--- src/verilog/atm_pkg.sv ---
// Purpose: Constants for the converter trigger mode control block
// Assumes: APB slave with 32-bit data, byte addresses
// Notes: Register offsets are local choices
package atm_pkg;
    localparam int ATM_NUM_CONV = 5;
    localparam int ATM_NUM_INPUTS = 12;
    localparam logic [7:0] ATM_OFS_MODE = 8'h00;
    localparam logic [7:0] ATM_OFS_SNS = 8'h04;
    localparam logic [7:0] ATM_OFS_SCAN = 8'h08;
    localparam int ATM_SEL_LSB = 16;
    localparam int ATM_PRESYNC_LSB = 8;
    localparam int ATM_SAMPLE_LSB = 0;
    localparam logic [31:0] ATM_MODE_MASK = 32'h03ff_1f1f;
    localparam logic [31:0] ATM_SNS_MASK = 32'h0000_0fff;
    localparam logic [31:0] ATM_SCAN_MASK = 32'h0000_0001;
    localparam logic [1:0] ATM_SEL_PRIMARY = 2'h0;
    localparam logic [1:0] ATM_SEL_ALTERNATE = 2'h1;
    localparam logic [31:0] ATM_RESET_VALUE = 32'h0000_0000;
endpackage

--- src/verilog/atm_trigger_mode.sv ---
// Purpose: Trigger mode configuration and trigger qualification for the converters
// Assumes: Trigger inputs are asynchronous and pass two flip-flops
// Notes: Zero wait-state APB slave; unmapped reads return zero, pslverr low
`timescale 1ns/1ps
module atm_trigger_mode #(
    parameter int NUM_CONV = atm_pkg::ATM_NUM_CONV,
    parameter int NUM_INPUTS = atm_pkg::ATM_NUM_INPUTS
) (
    input wire logic pclk,
    input wire logic presetn,
    input wire logic psel,
    input wire logic penable,
    input wire logic pwrite,
    input wire logic [7:0] paddr,
    input wire logic [31:0] pwdata,
    output logic [31:0] prdata,
    output logic pready,
    output logic pslverr,
    input wire logic [NUM_INPUTS-1:0] input_trigger,
    input wire logic scan_trigger,
    output logic [NUM_INPUTS-1:0] input_trigger_fire,
    output logic scan_trigger_fire,
    output logic [NUM_CONV-1:0] conv_use_alternate,
    output logic [NUM_CONV-1:0] conv_presync_trigger_en,
    output logic [NUM_CONV-1:0] conv_sample_en
);
    import atm_pkg::*;

    // ****************************************
    // Register file
    // ****************************************
    logic [31:0] trigger_mode_config;
    logic [31:0] trigger_sensitivity_config;
    logic scan_trigger_sensitivity;
    logic wr_en;
    logic rd_setup;
    logic wr_mode;
    logic wr_sns;
    logic wr_scan;
    logic [31:0] next_prdata;

    // Register picked by an address
    typedef enum logic [1:0] {
        REG_MODE = 2'b00,
        REG_SNS = 2'b01,
        REG_SCAN = 2'b10,
        REG_NONE = 2'b11
    } atm_reg_sel_t;

    // Shared by the write and read paths
    function automatic atm_reg_sel_t decode_addr(input logic [7:0] addr);
        atm_reg_sel_t sel;
        sel = REG_NONE;
        if (addr == ATM_OFS_MODE) begin
            sel = REG_MODE;
        end
        if (addr == ATM_OFS_SNS) begin
            sel = REG_SNS;
        end
        if (addr == ATM_OFS_SCAN) begin
            sel = REG_SCAN;
        end
        return sel;
    endfunction

    // Reserved codes fall back to the primary input
    function automatic logic sel_is_alternate(input logic [1:0] code);
        return code == ATM_SEL_ALTERNATE;
    endfunction

    assign wr_en = psel && penable && pwrite;
    assign rd_setup = psel && !penable && !pwrite;
    assign wr_mode = wr_en && (decode_addr(paddr) == REG_MODE);
    assign wr_sns = wr_en && (decode_addr(paddr) == REG_SNS);
    assign wr_scan = wr_en && (decode_addr(paddr) == REG_SCAN);
    assign pready = 1'b1;
    assign pslverr = 1'b0;

    always_ff @(posedge pclk or negedge presetn) begin
        if (!presetn) begin
            trigger_mode_config <= ATM_RESET_VALUE;
        end else if (wr_mode) begin
            trigger_mode_config <= pwdata & ATM_MODE_MASK;
        end
    end

    always_ff @(posedge pclk or negedge presetn) begin
        if (!presetn) begin
            trigger_sensitivity_config <= ATM_RESET_VALUE;
        end else if (wr_sns) begin
            trigger_sensitivity_config <= pwdata & ATM_SNS_MASK;
        end
    end

    always_ff @(posedge pclk or negedge presetn) begin
        if (!presetn) begin
            scan_trigger_sensitivity <= 1'b0;
        end else if (wr_scan) begin
            scan_trigger_sensitivity <= pwdata[0];
        end
    end

    // Unmapped reads return zero
    always_comb begin
        unique case (decode_addr(paddr))
            REG_MODE: next_prdata = trigger_mode_config;
            REG_SNS: next_prdata = trigger_sensitivity_config;
            REG_SCAN: next_prdata = {31'h0000_0000, scan_trigger_sensitivity};
            REG_NONE: next_prdata = ATM_RESET_VALUE;
        endcase
    end

    // Taken in the setup phase, held through the access phase
    always_ff @(posedge pclk or negedge presetn) begin
        if (!presetn) begin
            prdata <= ATM_RESET_VALUE;
        end else if (rd_setup) begin
            prdata <= next_prdata;
        end
    end

    // ****************************************
    // Converter configuration outputs
    // ****************************************
    // Decoded at write time so the output comes from a flop
    always_ff @(posedge pclk or negedge presetn) begin
        if (!presetn) begin
            conv_use_alternate <= '0;
        end else if (wr_mode) begin
            for (int c = 0; c < NUM_CONV; c++) begin
                conv_use_alternate[c] <=
                    sel_is_alternate(pwdata[ATM_SEL_LSB+2*c +: 2]);
            end
        end
    end

    genvar g;
    generate
        for (g = 0; g < NUM_CONV; g++) begin : g_conv
            assign conv_presync_trigger_en[g] =
                trigger_mode_config[ATM_PRESYNC_LSB+g];
            assign conv_sample_en[g] = trigger_mode_config[ATM_SAMPLE_LSB+g];
        end
    endgenerate

    // ****************************************
    // Trigger synchronisers and qualification
    // ****************************************
    logic [NUM_INPUTS:0] trig_meta;
    logic [NUM_INPUTS:0] trig_sync;
    logic [NUM_INPUTS:0] trig_prev;
    logic [NUM_INPUTS:0] level_mode;

    assign level_mode = {scan_trigger_sensitivity,
        trigger_sensitivity_config[NUM_INPUTS-1:0]};

    always_ff @(posedge pclk or negedge presetn) begin
        if (!presetn) begin
            trig_meta <= '0;
            trig_sync <= '0;
            trig_prev <= '0;
        end else begin
            trig_meta <= {scan_trigger, input_trigger};
            trig_sync <= trig_meta;
            trig_prev <= trig_sync;
        end
    end

    logic [NUM_INPUTS:0] next_fire;
    always_comb begin
        // Level repeats every cycle, edge fires once
        next_fire = (level_mode & trig_sync) |
            (~level_mode & trig_sync & ~trig_prev);
    end

    always_ff @(posedge pclk or negedge presetn) begin
        if (!presetn) begin
            input_trigger_fire <= '0;
            scan_trigger_fire <= 1'b0;
        end else begin
            input_trigger_fire <= next_fire[NUM_INPUTS-1:0];
            scan_trigger_fire <= next_fire[NUM_INPUTS];
        end
    end

    // ****************************************
    // Checks
    // ****************************************
    mode_reserved_a: assert property (@(posedge pclk) disable iff (!presetn)
        (trigger_mode_config & ~ATM_MODE_MASK) == 32'h0)
        else $error("mode reserved bits set");
    sns_reserved_a: assert property (@(posedge pclk) disable iff (!presetn)
        (trigger_sensitivity_config & ~ATM_SNS_MASK) == 32'h0)
        else $error("sensitivity reserved bits set");
    mode_write_a: assert property (@(posedge pclk) disable iff (!presetn)
        wr_en && paddr == ATM_OFS_MODE |=> trigger_mode_config == ($past(pwdata) & ATM_MODE_MASK))
        else $error("mode write lost");
    alt_sel4_a: assert property (@(posedge pclk) disable iff (!presetn)
        conv_use_alternate[4] == (trigger_mode_config[25:24] == 2'h1))
        else $error("conv4 select wrong");
    alt_sel3_a: assert property (@(posedge pclk) disable iff (!presetn)
        conv_use_alternate[3] == (trigger_mode_config[23:22] == 2'h1))
        else $error("conv3 select wrong");
    alt_sel2_a: assert property (@(posedge pclk) disable iff (!presetn)
        conv_use_alternate[2] == (trigger_mode_config[21:20] == 2'h1))
        else $error("conv2 select wrong");
    alt_sel1_a: assert property (@(posedge pclk) disable iff (!presetn)
        conv_use_alternate[1] == (trigger_mode_config[19:18] == 2'h1))
        else $error("conv1 select wrong");
    alt_sel0_a: assert property (@(posedge pclk) disable iff (!presetn)
        conv_use_alternate[0] == (trigger_mode_config[17:16] == 2'h1))
        else $error("conv0 select wrong");
    presync_map_a: assert property (@(posedge pclk) disable iff (!presetn)
        conv_presync_trigger_en == trigger_mode_config[12:8])
        else $error("presync map wrong");
    level_retrig_a: assert property (@(posedge pclk) disable iff (!presetn)
        trigger_sensitivity_config[0] && trig_sync[0] [*2] |=> input_trigger_fire[0])
        else $error("level trigger not repeated");
    edge_once_a: assert property (@(posedge pclk) disable iff (!presetn)
        !trigger_sensitivity_config[0] && trig_sync[0] && trig_prev[0] |=> !input_trigger_fire[0])
        else $error("edge trigger repeated");
    scan_level_a: assert property (@(posedge pclk) disable iff (!presetn)
        scan_trigger_sensitivity && trig_sync[NUM_INPUTS] |=> scan_trigger_fire)
        else $error("scan level trigger missed");

    // Register storage, readback and sample enable map
    sns_write_a: assert property (@(posedge pclk) disable iff (!presetn)
        wr_en && paddr == ATM_OFS_SNS |=>
            trigger_sensitivity_config == ($past(pwdata) & ATM_SNS_MASK))
        else $error("sensitivity write lost");
    scan_write_a: assert property (@(posedge pclk) disable iff (!presetn)
        wr_en && paddr == ATM_OFS_SCAN |=> scan_trigger_sensitivity == $past(pwdata[0]))
        else $error("scan sensitivity write lost");
    mode_hold_a: assert property (@(posedge pclk) disable iff (!presetn)
        !(wr_en && paddr == ATM_OFS_MODE) |=> $stable(trigger_mode_config))
        else $error("mode register changed unasked");
    sns_hold_a: assert property (@(posedge pclk) disable iff (!presetn)
        !(wr_en && paddr == ATM_OFS_SNS) |=> $stable(trigger_sensitivity_config))
        else $error("sensitivity register changed unasked");
    scan_hold_a: assert property (@(posedge pclk) disable iff (!presetn)
        !(wr_en && paddr == ATM_OFS_SCAN) |=> $stable(scan_trigger_sensitivity))
        else $error("scan sensitivity changed unasked");
    alt_hold_a: assert property (@(posedge pclk) disable iff (!presetn)
        !(wr_en && paddr == ATM_OFS_MODE) |=> $stable(conv_use_alternate))
        else $error("input select changed unasked");
    mode_read_a: assert property (@(posedge pclk) disable iff (!presetn)
        psel && !penable && !pwrite && paddr == ATM_OFS_MODE |=>
            prdata == $past(trigger_mode_config))
        else $error("mode readback wrong");
    sns_read_a: assert property (@(posedge pclk) disable iff (!presetn)
        psel && !penable && !pwrite && paddr == ATM_OFS_SNS |=>
            prdata == $past(trigger_sensitivity_config))
        else $error("sensitivity readback wrong");
    scan_read_a: assert property (@(posedge pclk) disable iff (!presetn)
        psel && !penable && !pwrite && paddr == ATM_OFS_SCAN |=>
            prdata == {31'h0000_0000, $past(scan_trigger_sensitivity)})
        else $error("scan sensitivity readback wrong");
    unmapped_read_a: assert property (@(posedge pclk) disable iff (!presetn)
        psel && !penable && !pwrite && paddr != ATM_OFS_MODE && paddr != ATM_OFS_SNS &&
            paddr != ATM_OFS_SCAN |=> prdata == 32'h0000_0000)
        else $error("unmapped read not zero");
    read_hold_a: assert property (@(posedge pclk) disable iff (!presetn)
        !(psel && !penable && !pwrite) |=> $stable(prdata))
        else $error("read data moved outside setup");
    sample_map_a: assert property (@(posedge pclk) disable iff (!presetn)
        conv_sample_en == trigger_mode_config[4:0])
        else $error("sample enable map wrong");

    // ****************************************
    // Per-input trigger checks
    // ****************************************
    logic [NUM_INPUTS:0] fire_seen;

    // Scan trigger rides in the top bit
    assign fire_seen = {scan_trigger_fire, input_trigger_fire};
    genvar n;
    generate
        for (n = 0; n <= NUM_INPUTS; n++) begin : g_trig_chk
            level_each_a: assert property (@(posedge pclk) disable iff (!presetn)
                level_mode[n] && trig_sync[n] |=> fire_seen[n])
                else $error("level trigger missed");
            edge_rise_a: assert property (@(posedge pclk) disable iff (!presetn)
                !level_mode[n] && trig_sync[n] && !trig_prev[n] |=> fire_seen[n])
                else $error("edge trigger missed");
            edge_single_a: assert property (@(posedge pclk) disable iff (!presetn)
                !level_mode[n] && trig_prev[n] |=> !fire_seen[n])
                else $error("edge trigger fired twice");
            idle_quiet_a: assert property (@(posedge pclk) disable iff (!presetn)
                !trig_sync[n] |=> !fire_seen[n])
                else $error("trigger fired while idle");
        end
    endgenerate
endmodule

--- config.mk ---
export PLATFORM = sky130hd
export DESIGN_NAME = atm_trigger_mode
export DESIGN_NICKNAME = d
export VERILOG_FILES = /design/src/verilog/atm_pkg.sv /design/src/verilog/atm_trigger_mode.sv
export SDC_FILE = /design/constraint.sdc
export NUM_CORES = 1
export LEC_CHECK = 0
export BUFFER_PORTS_ARGS = -buffer_cell sky130_fd_sc_hd__buf_2
export CORE_MARGIN = 5
export CORE_UTILIZATION = 58
export CTS_BUF_LIST = sky130_fd_sc_hd__clkbuf_2 sky130_fd_sc_hd__clkbuf_4 sky130_fd_sc_hd__clkbuf_8
export CTS_CLUSTER_SIZE = 30
export DETAILED_ROUTE_END_ITERATION = 8
export PLACE_DENSITY = 0.91
export SKIP_CTS_REPAIR_TIMING = 1
export SYNTH_ARGS = -nofsm -noshare
export SYNTH_HDL_FRONTEND = slang
export SYNTH_SLANG_ARGS = --single-unit
--- constraint.sdc ---
create_clock -name pclk -period 1.9 [get_ports pclk]
set_input_delay 0.285 -clock pclk [delete_from_list [all_inputs] [get_ports pclk]]
set_output_delay 0.285 -clock pclk [all_outputs]
set_load 0.01 [all_outputs]
-- Word-level counts from Yosys, hierarchy flattened
Index checks and enable logic that the tools add are counted.
- output and inout port bits: 62
- register bits: 122
- input port bits: 58
- logic and storage cells: 41
- reduce and logical (&&, ||, !) cells: 11
- equality and inequality tests: 10
- bitwise operators: 6
- mux-type cells: 4
- operators by type and width (operator ; count):
    one-hot mux 32 bit (4 select lines) ; 1
    bitwise AND 13 bit ; 3
    inverter 13 bit ; 2
    OR 13 bit ; 1
    equality test 2 x 1 -> 1 bit (second input constant) ; 6
    equality test 8 x 3 -> 1 bit (second input constant) ; 1
    equality test 8 x 4 -> 1 bit (second input constant) ; 1
    logical NOT 8 bit ; 1
    logical AND 1 bit ; 7
    two-way mux 2 bit ; 3
    equality test 2 bit (second input constant) ; 2
    logical NOT 1 bit ; 2
    logical NOT 2 bit ; 1

-- Logic depth before layout (Yosys ltp)
Gate-level depths: netlist (run 1).
- depth in word-level cells: 6
- depth in mapped cells: 5
- mapped depth without buffers: 3

-- Least setup slack after synthesis (run 1)
No wires, ideal clock.
- path type: input -> register
- start: in paddr[1]
- end: reg trigger_sensitivity_config[10]
- cell stages on the path: 4
- library setup time: 125 ps
- slack: 365 ps
- path buffers: 1
- arrival time: 1410 ps
- cells stage by stage: nor4_4 > nand4_2 > buf_6 > mux2_4
- word-level cells in the longest chain between the ends: 6
- elaborated cells between the ends (all ways): 8
- those cells by class: 3 x eq/ne; 3 x mux; 2 x reduce/logical
- ends and longest elaborated chain (what ; RTL line ; text):
    start, declared ; atm_trigger_mode.sv:14 ; input wire logic [7:0] paddr,
    logical NOT 8 bit ; atm_trigger_mode.sv:54 ; if (addr == ATM_OFS_MODE) begin
    two-way mux 2 bit ; atm_trigger_mode.sv:54 ;
    two-way mux 2 bit ; atm_trigger_mode.sv:57 ; if (addr == ATM_OFS_SNS) begin
    two-way mux 2 bit * ; atm_trigger_mode.sv:60 ; if (addr == ATM_OFS_SCAN) begin
    equality test 2 x 1 -> 1 bit * ; atm_trigger_mode.sv:74 ; assign wr_sns = wr_en && (decode_addr(paddr) == REG_SNS);
    logical AND 1 bit * ; atm_trigger_mode.sv:74 ;
    end signal, assigned ; atm_trigger_mode.sv:91 ; trigger_sensitivity_config <= pwdata & ATM_SNS_MASK;
    end, declared ; atm_trigger_mode.sv:33 ; logic [31:0] trigger_sensitivity_config;
Every way passes the cells marked *; elsewhere a longest branch is shown, timed or not.
A chain may end at the register's enable or synchronous reset.

-- Final worst setup path (run 1)
- start: in paddr[3]
- end: reg prdata[8]
- word-level cells in the longest chain between the ends: 6
- elaborated cells between the ends (all ways): 11
- those cells by class: 5 x eq/ne; 4 x mux; 2 x reduce/logical
- ends and longest elaborated chain (what ; RTL line ; text):
    logical NOT 8 bit ; atm_trigger_mode.sv:54 ;
    two-way mux 2 bit ; atm_trigger_mode.sv:54 ;
    two-way mux 2 bit ; atm_trigger_mode.sv:57 ;
    two-way mux 2 bit * ; atm_trigger_mode.sv:60 ;
    equality test 2 bit (tied with other cells) ; atm_trigger_mode.sv:105 ; unique case (decode_addr(paddr))
    one-hot mux 32 bit (4 select lines) * ; atm_trigger_mode.sv:105 ;
    end signal, assigned ; atm_trigger_mode.sv:118 ; prdata <= next_prdata;
    end, declared ; atm_trigger_mode.sv:16 ; output logic [31:0] prdata,
Every way passes the cells marked *; elsewhere a longest branch is shown, timed or not. The select of a mux whose other input is x is not followed.

==> results of run 1 <==
worst register-to-register path, cell delays in order, from the launching register on:
cell and delay [ns]:
dfrtp_1 0.36, inv_1 0.06, a221o_1 0.34, o21ai_0 0.16
layout by cell type, fill, tap and decap left out, types with 11 or more instances in the layout:
master,n
o31ai_1,11
inv_1,13
buf_2,98
o21ai_0,12
dlygate4sd3_1,14
a21boi_0,13
nand2_1,35
conb_1,11
dfrtp_1,113
mux2_4,11
mux2_2,27
clkbuf_8,17
cell type report:
type / instances / area share, %
Sequential cell: 113 / 54.1
Timing Repair Buffer: 120 / 13.5
Clock inverter: 14 / 2.73
Inverter: 13 / 0.934
Clock buffer: 18 / 4.62
Multi-Input combinational cell: 151 / 21.8
Tap cell: 99 / 2.37
flip-flops by register name, summed over array words and instances, names as in the netlist:
register and flops:
prdata 23, trigger_mode_config 20, trig_meta 13, trig_prev 13
trig_sync 13, input_trigger_fire 12, trigger_sensitivity_config 12, conv_use_alternate 5
scan_trigger_fire 1, scan_trigger_sensitivity 1
kinds of logic (layout without fill, tap and decap cells):
family	Yosys count	after routing	share of synthesized area [%]
buf+inv	44	165	6.37
mux	46	46	13.1
simple gates	57	57	7.09
flops	113	113	67.3
other cells	2	11	0.179
compound gates	37	37	5.96
metrics by stage:
| stage | total power [mW] | hold WS (ns) | utilization [%] | cell area (µm²) | setup slack [ns] |
|---|---|---|---|---|---|
| after floorplan | 2.63 | -0.0106 | - | 4230 | 0.365 |
| after global placement | 2.75 | 0.332 | 65.9 | 4700 | 0.255 |
| after detailed placement | 2.77 | 0.335 | 65.9 | 4700 | 0.199 |
| after CTS | 4.88 | -0.0413 | 71.3 | 5090 | 0.627 |
| after global routing | 5.05 | 0.0889 | 73.2 | 5230 | 0.503 |
| final | 4.84 | 0.124 | 73.2 | 5230 | 0.626 |
where the power goes:
part | switching (mW) | leakage (nW) | internal, mW | total, mW
registers | 0.0232 | 1.47 | 2.47 | 2.50
logic | 0.138 | 1.04 | 0.106 | 0.244
clock network | 0.934 | 0.180 | 1.17 | 2.10
total | 1.10 | 2.69 | 3.75 | 4.84
final timing paths:
kind | endpoint
worst min-delay path | trigger_mode_config[12]
max in group asynchronous | trig_prev[0]
worst max-delay path | prdata[8]
worst min register to register | trig_sync[6]
min in group asynchronous | prdata[7]
worst max register to register | prdata[0]
metal layers:
metal	wire length, µm	vias up	track usage (%)
met3	592	13	7.02
met4	101	2	8.05
met1	3390	1290	23.2
met2	4060	104	30.5
met5	13	-	0
li1	-	1216	-
==> metrics.txt, run 1 <==
total grt overflow=0; Worst Tran Pin Value=0.742 ns; Data required, critical path=2.20 ns; final hold violation count=0; Root Driver=clkbuf_8; clock transition at the registers of the reported paths=0.06 ns; Final Slew Violations=0; FFs w/ async S/R, synth=100%; maximum buffer depth of the clock tree=2; fillcell total=509; crit-path max cell delay=0.45 ns; top post-synthesis cells by area=dfrtp_1 67%, mux2_2 7.2%, mux2_4 3.9%; Core ar.=0.00714 mm²; P&R area growth vs syn=24.4%; top-area cell type share of the netlist area=67.3%; Yosys warning count=0; DR pass1 iterations=4; Post-synth EDFFs=0; gr usage total=19.0%; routed len/inst=15.4 µm; Netlist Area Pre-Place=0.00420 mm²; cell taking the most area after synthesis=dfrtp_1; CP arrival=1.57 ns; Worst setup SP type=input port; min-delay src=pwdata[12]; Die X=95.1 µm; H-tree Lvls=4; DP HPWL=5610 µm; via/cell ratio=4.97; first-pass GRT wire length=12,800 µm; run status=complete, no violations; nets=474; CP max-delay cell=nor3_1; Crit path depth=4; Worst Path Buf+Inv=1; Worst R2R Setup Slack=0.91 ns; multi-input logic area=0.00114 mm²; layout cells sized above 1=42.0%; Synth top cells by count=113 x dfrtp_1, 35 x nand2_1, 27 x mux2_2, 21 x buf_4; Fin Setup TNS=0 ns; Antenna diodes=0; Max IR drop VDD=0.000500 V; Mapped Avg Cell Area=14.0 µm²; sequential area share after synthesis=67.3%; Site Rows=31; Yosys reg bits=113; crit path cell chain=buf_2 -> nor3_1 -> nand2_1 -> o31ai_1; CTS tree=yes; PortBufs=99; DR vias=2,625; CP startpoint=paddr[3]; top flip-flop cell by instance count after synthesis=dfrtp_1; clk sinks=113; Ports=120; RSZ-0062 raised after global routing=false; Top delay family on crit path=simple AND/OR/NAND/NOR gates; worst reg2reg path depth=3; post-route ant nets=0; Finished Layout Cells=528; initial core utilization=58.9%; count leader, synth=dfrtp_1; f_max=785 MHz; Leakage Power=2.69 nW; number of distinct library cells after synthesis=28; PwrDens=927 mW/mm²; Final min period=1.27 ns; worst-skew pair later-pin latency=0.40 ns; clk_skew=0.00955 ns; worst relative slew slack=50.6%; Iter 0 DRT Violations=44; Placer Congestion=0.794; largest net degree at the start of global routing=114; hold path cells=2; crit end category=flip-flop; Worst R2R Start=trigger_sensitivity_config[0]; worst min path class=in2reg; initial antenna violation count=1; CTS Buf Count=17; cells after synthesis=299; total wire length=8160 µm; DRC Markers=0; # setup viols final=0; placed cell count=482; crit path max fanout=8; max-cap viol count=0; vias in the first global route=2,737; Die ar.=0.00904 mm²; die span in y=95.1 µm; sequential cell area=0.00283 mm²; Setup CP Type=in2reg; crit share post-route=67.1%
No activity file was read; power rests on OpenSTA's default activity.
==> run 2, diff against run 1 <==
- CORE_UTILIZATION: 58 -> 53
- PLACE_DENSITY: 0.91 -> 0.84
- clock period: 1.9 -> 1.2 ns (I/O delays scaled with it)
==> run 2 against run 1 <==
Clock-buffer cell count grew 5. Worst hold slack lost 0.10 ns. Die area grew 8.4%. Register-to-register slack lost 0.66 ns. Via count grew 5.5%. Global-route usage shrank 0.46 points. Highest routed layer is now met4.
==> metrics.txt, run 2 (synthesized netlist as in run 1, its figures left out) <==
run status=complete, no violations; DP HPWL=6160 µm (+9.9%); commonest non-fill, non-tap cell in the layout=dfrtp_1; routed len/inst=16.1 µm (+4.4%); Data required, critical path=1.02 ns (-1.18 ns); PortBufs=99 (unchanged); PnR worst setup slack=0.0604 ns (-0.565 ns); crit path max fanout=3 (-5); Iter 0 DRT Violations=90 (+100%); Max IR drop VDD=0.000757 V (+51%); RSZ-0062 raised after global routing=true; CP max-delay cell=dfrtp_1; initial core utilization=54.4% (-4.5 points); Leakage Power=2.86 nW (+6.5%); crit share post-route=95.0%; Root Driver=clkbuf_8; Die X=99.0 µm (+4.1%); most frequent cells in the layout=113 x dfrtp_1, 98 x buf_2, 35 x nand2_1; first-pass GRT wire length=13,900 µm (+8.3%); Setup CP Type=reg2out; Antenna diodes=0 (unchanged); DR vias=2,770 (+5.5%); via/cell ratio=4.97 (about the same); Core ar.=0.00773 mm² (+8.3%); gr usage total=18.6% (-0.46 points); crit end category=output pin; CP startpoint=trigger_mode_config[3]; crit-path max cell delay=0.40 ns (-0.05 ns); largest net degree at the start of global routing=46 (-60%); crit path cell chain=buf_2; Top delay family on crit path=flip-flops; vias in the first global route=2,884 (+5.4%); max-cap viol count=0 (unchanged); Worst R2R Start=trigger_sensitivity_config[0]; die span in y=99.0 µm (+4.1%); Finished Core Util=71.7% (-1.5 points); Placer Congestion=0.811 (+2.1%); DRC Markers=0 (unchanged); PwrDens=1460 mW/mm² (+58%); CP arrival=0.96 ns (-0.61 ns); clk_skew=0.00981 ns (+0.000259 ns); P&R area growth vs syn=32.0%; DR pass1 iterations=4 (unchanged); min-delay src=pwdata[23]; nets=500 (+5.5%); Largest register FFs=23 (unchanged); CTS tree=yes; Final min period=1.14 ns; Worst Path Buf+Inv=1 (unchanged); CTS Buf Count=17 (unchanged); clk sinks=113 (unchanged); final hold violation count=0 (unchanged); Final Slew Violations=0 (unchanged); initial antenna violation count=0 (-1); clock transition at the registers of the reported paths=0.07 ns (about the same); f_max=877 MHz; Die ar.=0.00980 mm² (+8.4%); layout cells sized above 1=42.6% (+0.68 points); Top Registers=prdata (23), trigger_mode_config (20); total power=8.12 mW (+68%); H-tree Lvls=4 (unchanged); dpl ws=-0.338 ns (-0.537 ns); Site Rows=32 (+3.2%); # setup viols final=0 (unchanged); Biggest register=prdata; maximum buffer depth of the clock tree=2 (unchanged); worst-skew pair later-pin latency=0.41 ns (about the same); Ports=120 (unchanged); Worst setup SP type=flip-flop; total grt overflow=0 (unchanged); total wire length=8990 µm (+10%); post-route ant nets=0 (unchanged); worst min path class=in2reg
==> run 2: layer usage <==
layer / wire length [µm] / GRT usage (%)
met5: 0 / 0
met4: 73 / 6.62
met3: 641 / 7.78
met2: 4810 / 30.8
met1: 3460 / 21.7
==> run 2: worst paths after layout <==
check,cells past startpoint,slack [ns],endpoint
max reg2reg,3,0.25,prdata[0]
max,1,0.06,conv_sample_en[3]
min,2,0.02,trigger_mode_config[23]
min in group asynchronous,2,0.22,prdata[5]
min reg2reg,0,0.34,trig_sync[8]
max in group asynchronous,3,0.44,trigger_mode_config[0]
==> run 2: report_power, final <==
group / switching (mW) / internal (mW)
Clock: 1.46 / 2.25
Sequential: 0.0381 / 3.92
Combinational: 0.232 / 0.219
==> run 2: per-stage QoR <==
stage	hold WS, ns	cell area [µm²]	TNS (ns)	std cells
2_1_floorplan	-0.116	4270	-5.53	308
3_3_place_gp	0.0990	4830	-11.84	495
3_5_place_dp	0.102	4830	-13.61	495
4_1_cts	-0.344	5250	0	527
5_1_grt	0.00449	5540	-0.00366	557
6_report	0.0215	5540	0	557
==> run 2: cell type report <==
class                      count  area, µm²
clock buffer                  23        292
clock inverter                 9        131
fill                         518       2180
inverter                      13       48.8
multi-input combinational    151       1140
sequential                   113       2830
tap                          102        128
timing repair buffer         146        978
==> run 3, diff against run 2 <==
- GPL_TIMING_DRIVEN: default -> 0
- PLACE_DENSITY: 0.84 -> 0.81
==> run 3 against run 2 <==
The flow now finishes with violations (hold timing, setup timing). Sequential share of layout area fell by 2.1 points. Clock skew barely moved. Worst hold slack got worse by 0.23 ns. Clock power fell by 6.5%. Global-route usage rose by 0.56 points. Non-clock buffer count rose by 24. Routed wire length rose by 7.7%. Utilization rose by 3.1 points. Power fell by 2.3%. Critical path type unchanged. Critical endpoint is now conv_presync_trigger_en[4]. Largest cell class unchanged.
==> metrics.txt, run 3 (synthesized netlist as in run 1, its figures left out) <==
Data required, critical path=1.02 ns (about the same); PnR worst setup slack=-0.0449 ns (-0.105 ns); CP arrival=1.06 ns (+0.10 ns); Final Slew Violations=0 (unchanged); clk sinks=113 (unchanged); Setup CP Type=reg2out; crit share post-route=104% (+8.8 points); Biggest register=prdata; worst min path class=in2async; initial core utilization=54.4% (unchanged); P&R area growth vs syn=37.6%; Placer Congestion=0.767 (-5.4%); largest net degree at the start of global routing=64 (+39%); via/cell ratio=4.84 (-2.6%); Final Hold Slack=-0.209 ns (-0.231 ns); run status=complete, but fails checks; Leakage Power=2.97 nW (+3.6%); total grt overflow=0 (unchanged); Worst R2R Start=trigger_sensitivity_config[0]; worst reg2reg path depth=3 (unchanged); CTS Buf Count=17 (unchanged); f_max=803 MHz (-8.5%); total wire length=9680 µm (+7.7%); Die X=99.0 µm (unchanged); PortBufs=99 (unchanged); RSZ-0062 raised after global routing=true; dpl ws=-0.504 ns (-0.167 ns); Site Rows=32 (unchanged); fillcell total=501 (-3.3%); Worst R2R Setup Slack=0.21 ns (-0.04 ns); Ports=120 (unchanged); most frequent cells in the layout=113 x dfrtp_1, 89 x buf_2, 35 x nand2_1, 35 x dlygate4sd3_1, 27 x mux2_2; FF-to-FF End=prdata[0]; post-route ant nets=0 (unchanged); Worst setup SP type=flip-flop; end point of the critical path=conv_presync_trigger_en[4]; Fin Setup TNS=-0.172 ns (-0.172 ns); layout cells sized above 1=43.4% (+0.79 points); vias in the first global route=2,860 (-0.83%); nets=524 (+4.8%); Top Registers=prdata (23), trigger_mode_config (20); failing checks=hold timing, setup timing; worst-skew pair later-pin latency=0.42 ns (about the same); Iter 0 DRT Violations=82 (-8.9%); gr usage total=19.1% (+0.56 points); Root Driver=clkbuf_8; die span in y=99.0 µm (unchanged); final hold violation count=50 (+50); initial antenna violation count=0 (unchanged); clock transition at the registers of the reported paths=0.07 ns (about the same); Worst Tran Pin Value=0.648 ns; maximum buffer depth of the clock tree=2 (unchanged); Antenna diodes=0 (unchanged); DR vias=2,814 (+1.6%); Die ar.=0.00980 mm² (unchanged); worst relative slew slack=56.8%; first-pass GRT wire length=14,200 µm (+2.3%); Largest register FFs=23 (unchanged); CTS tree=yes; routed len/inst=16.7 µm (+3.2%); PwrDens=1370 mW/mm² (-6.3%); # setup viols final=6 (+6); Core ar.=0.00773 mm² (unchanged); DRC Markers=0 (unchanged); H-tree Lvls=4 (unchanged); CP startpoint=trigger_mode_config[12]; max-cap viol count=0 (unchanged); crit end category=output pin; clk_skew=0.00985 ns (+0.0000359 ns); DR pass1 iterations=4 (unchanged); commonest non-fill, non-tap cell in the layout=dfrtp_1; Max IR drop VDD=0.000942 V (+24%); Final min period=1.24 ns (+0.105 ns); crit path max fanout=3 (unchanged); DP HPWL=6020 µm (-2.3%)
==> run 3: changes by cell type in the layout (fill, tap and decap cells not counted), moves of 2 or more <==
| cell | delta |
|---|---|
| buf_6 | +19 |
| buf_2 | -9 |
| dlygate4sd3_1 | +9 |
| buf_12 | -5 |
| clkinv_2 | +4 |
| buf_4 | +3 |
| clkbuf_8 | +3 |
| clkbuf_1 | +2 |
==> run 3: power by group <==
part	switching, mW	total [mW]	internal, mW
clock network	1.49	3.47	1.98
registers	0.0398	3.96	3.92
logic	0.245	0.504	0.260
total	1.78	7.93	6.15
==> run 3: critical path: stages, from the launching register on <==
cell     delay (ns)
dfrtp_1        0.41
buf_6          0.13
buf_6          0.11
==> run 3: area by class of cell <==
cell class	count	area, µm²	share of cell area (%)
Sequential cell	113	2830	48.9
Multi-Input combinational cell	151	1140	19.8
Timing Repair Buffer	143	998	17.3
Clock buffer	21	277	4.78
Buffer	27	245	4.24
Tap cell	102	128	2.21
Clock inverter	11	113	1.95
Inverter	13	48.8	0.844
==> run 3: how the worst min path moves through the flow <==
stage / start / to / cells after the start / slack (ns)
after global placement: input_trigger[4] / trig_meta[4] / 1 / 0.29
after floorplan: presetn / conv_use_alternate[0] / 0 / -0.12
after detailed placement: presetn / trigger_sensitivity_config[5] / 1 / 0.25
after global routing: presetn / input_trigger_fire[6] / 1 / -0.19
final: presetn / trigger_sensitivity_config[5] / 1 / -0.21
after CTS: presetn / input_trigger_fire[6] / 1 / -0.21
==> run 3: routing by layer <==
metal | part of all wire, % | routed length [µm] | up-vias | global-route usage, %
li1 | - | - | 1310 | -
met1 | 39 | 3760 | 1399 | 23.0
met2 | 52 | 5050 | 89 | 30.6
met3 | 7.6 | 731 | 16 | 9.06
met4 | 1.3 | 129 | 0 | 5.99
met5 | 0 | 0 | - | 0
==> run 3: metrics by stage <==
stage          std cells  total power [mW]  hold slack, ns  cell area, µm²  utilization, %
5_1_grt              581              8.28          -0.187            5780            74.8
4_1_cts              542              7.90          -0.214            5310            68.7
2_1_floorplan        308              4.18          -0.116            4270               -
3_3_place_gp         509              4.40           0.288            4890            63.3
3_5_place_dp         510              4.43           0.249            4920            63.7
6_report             581              7.93          -0.209            5780            74.8
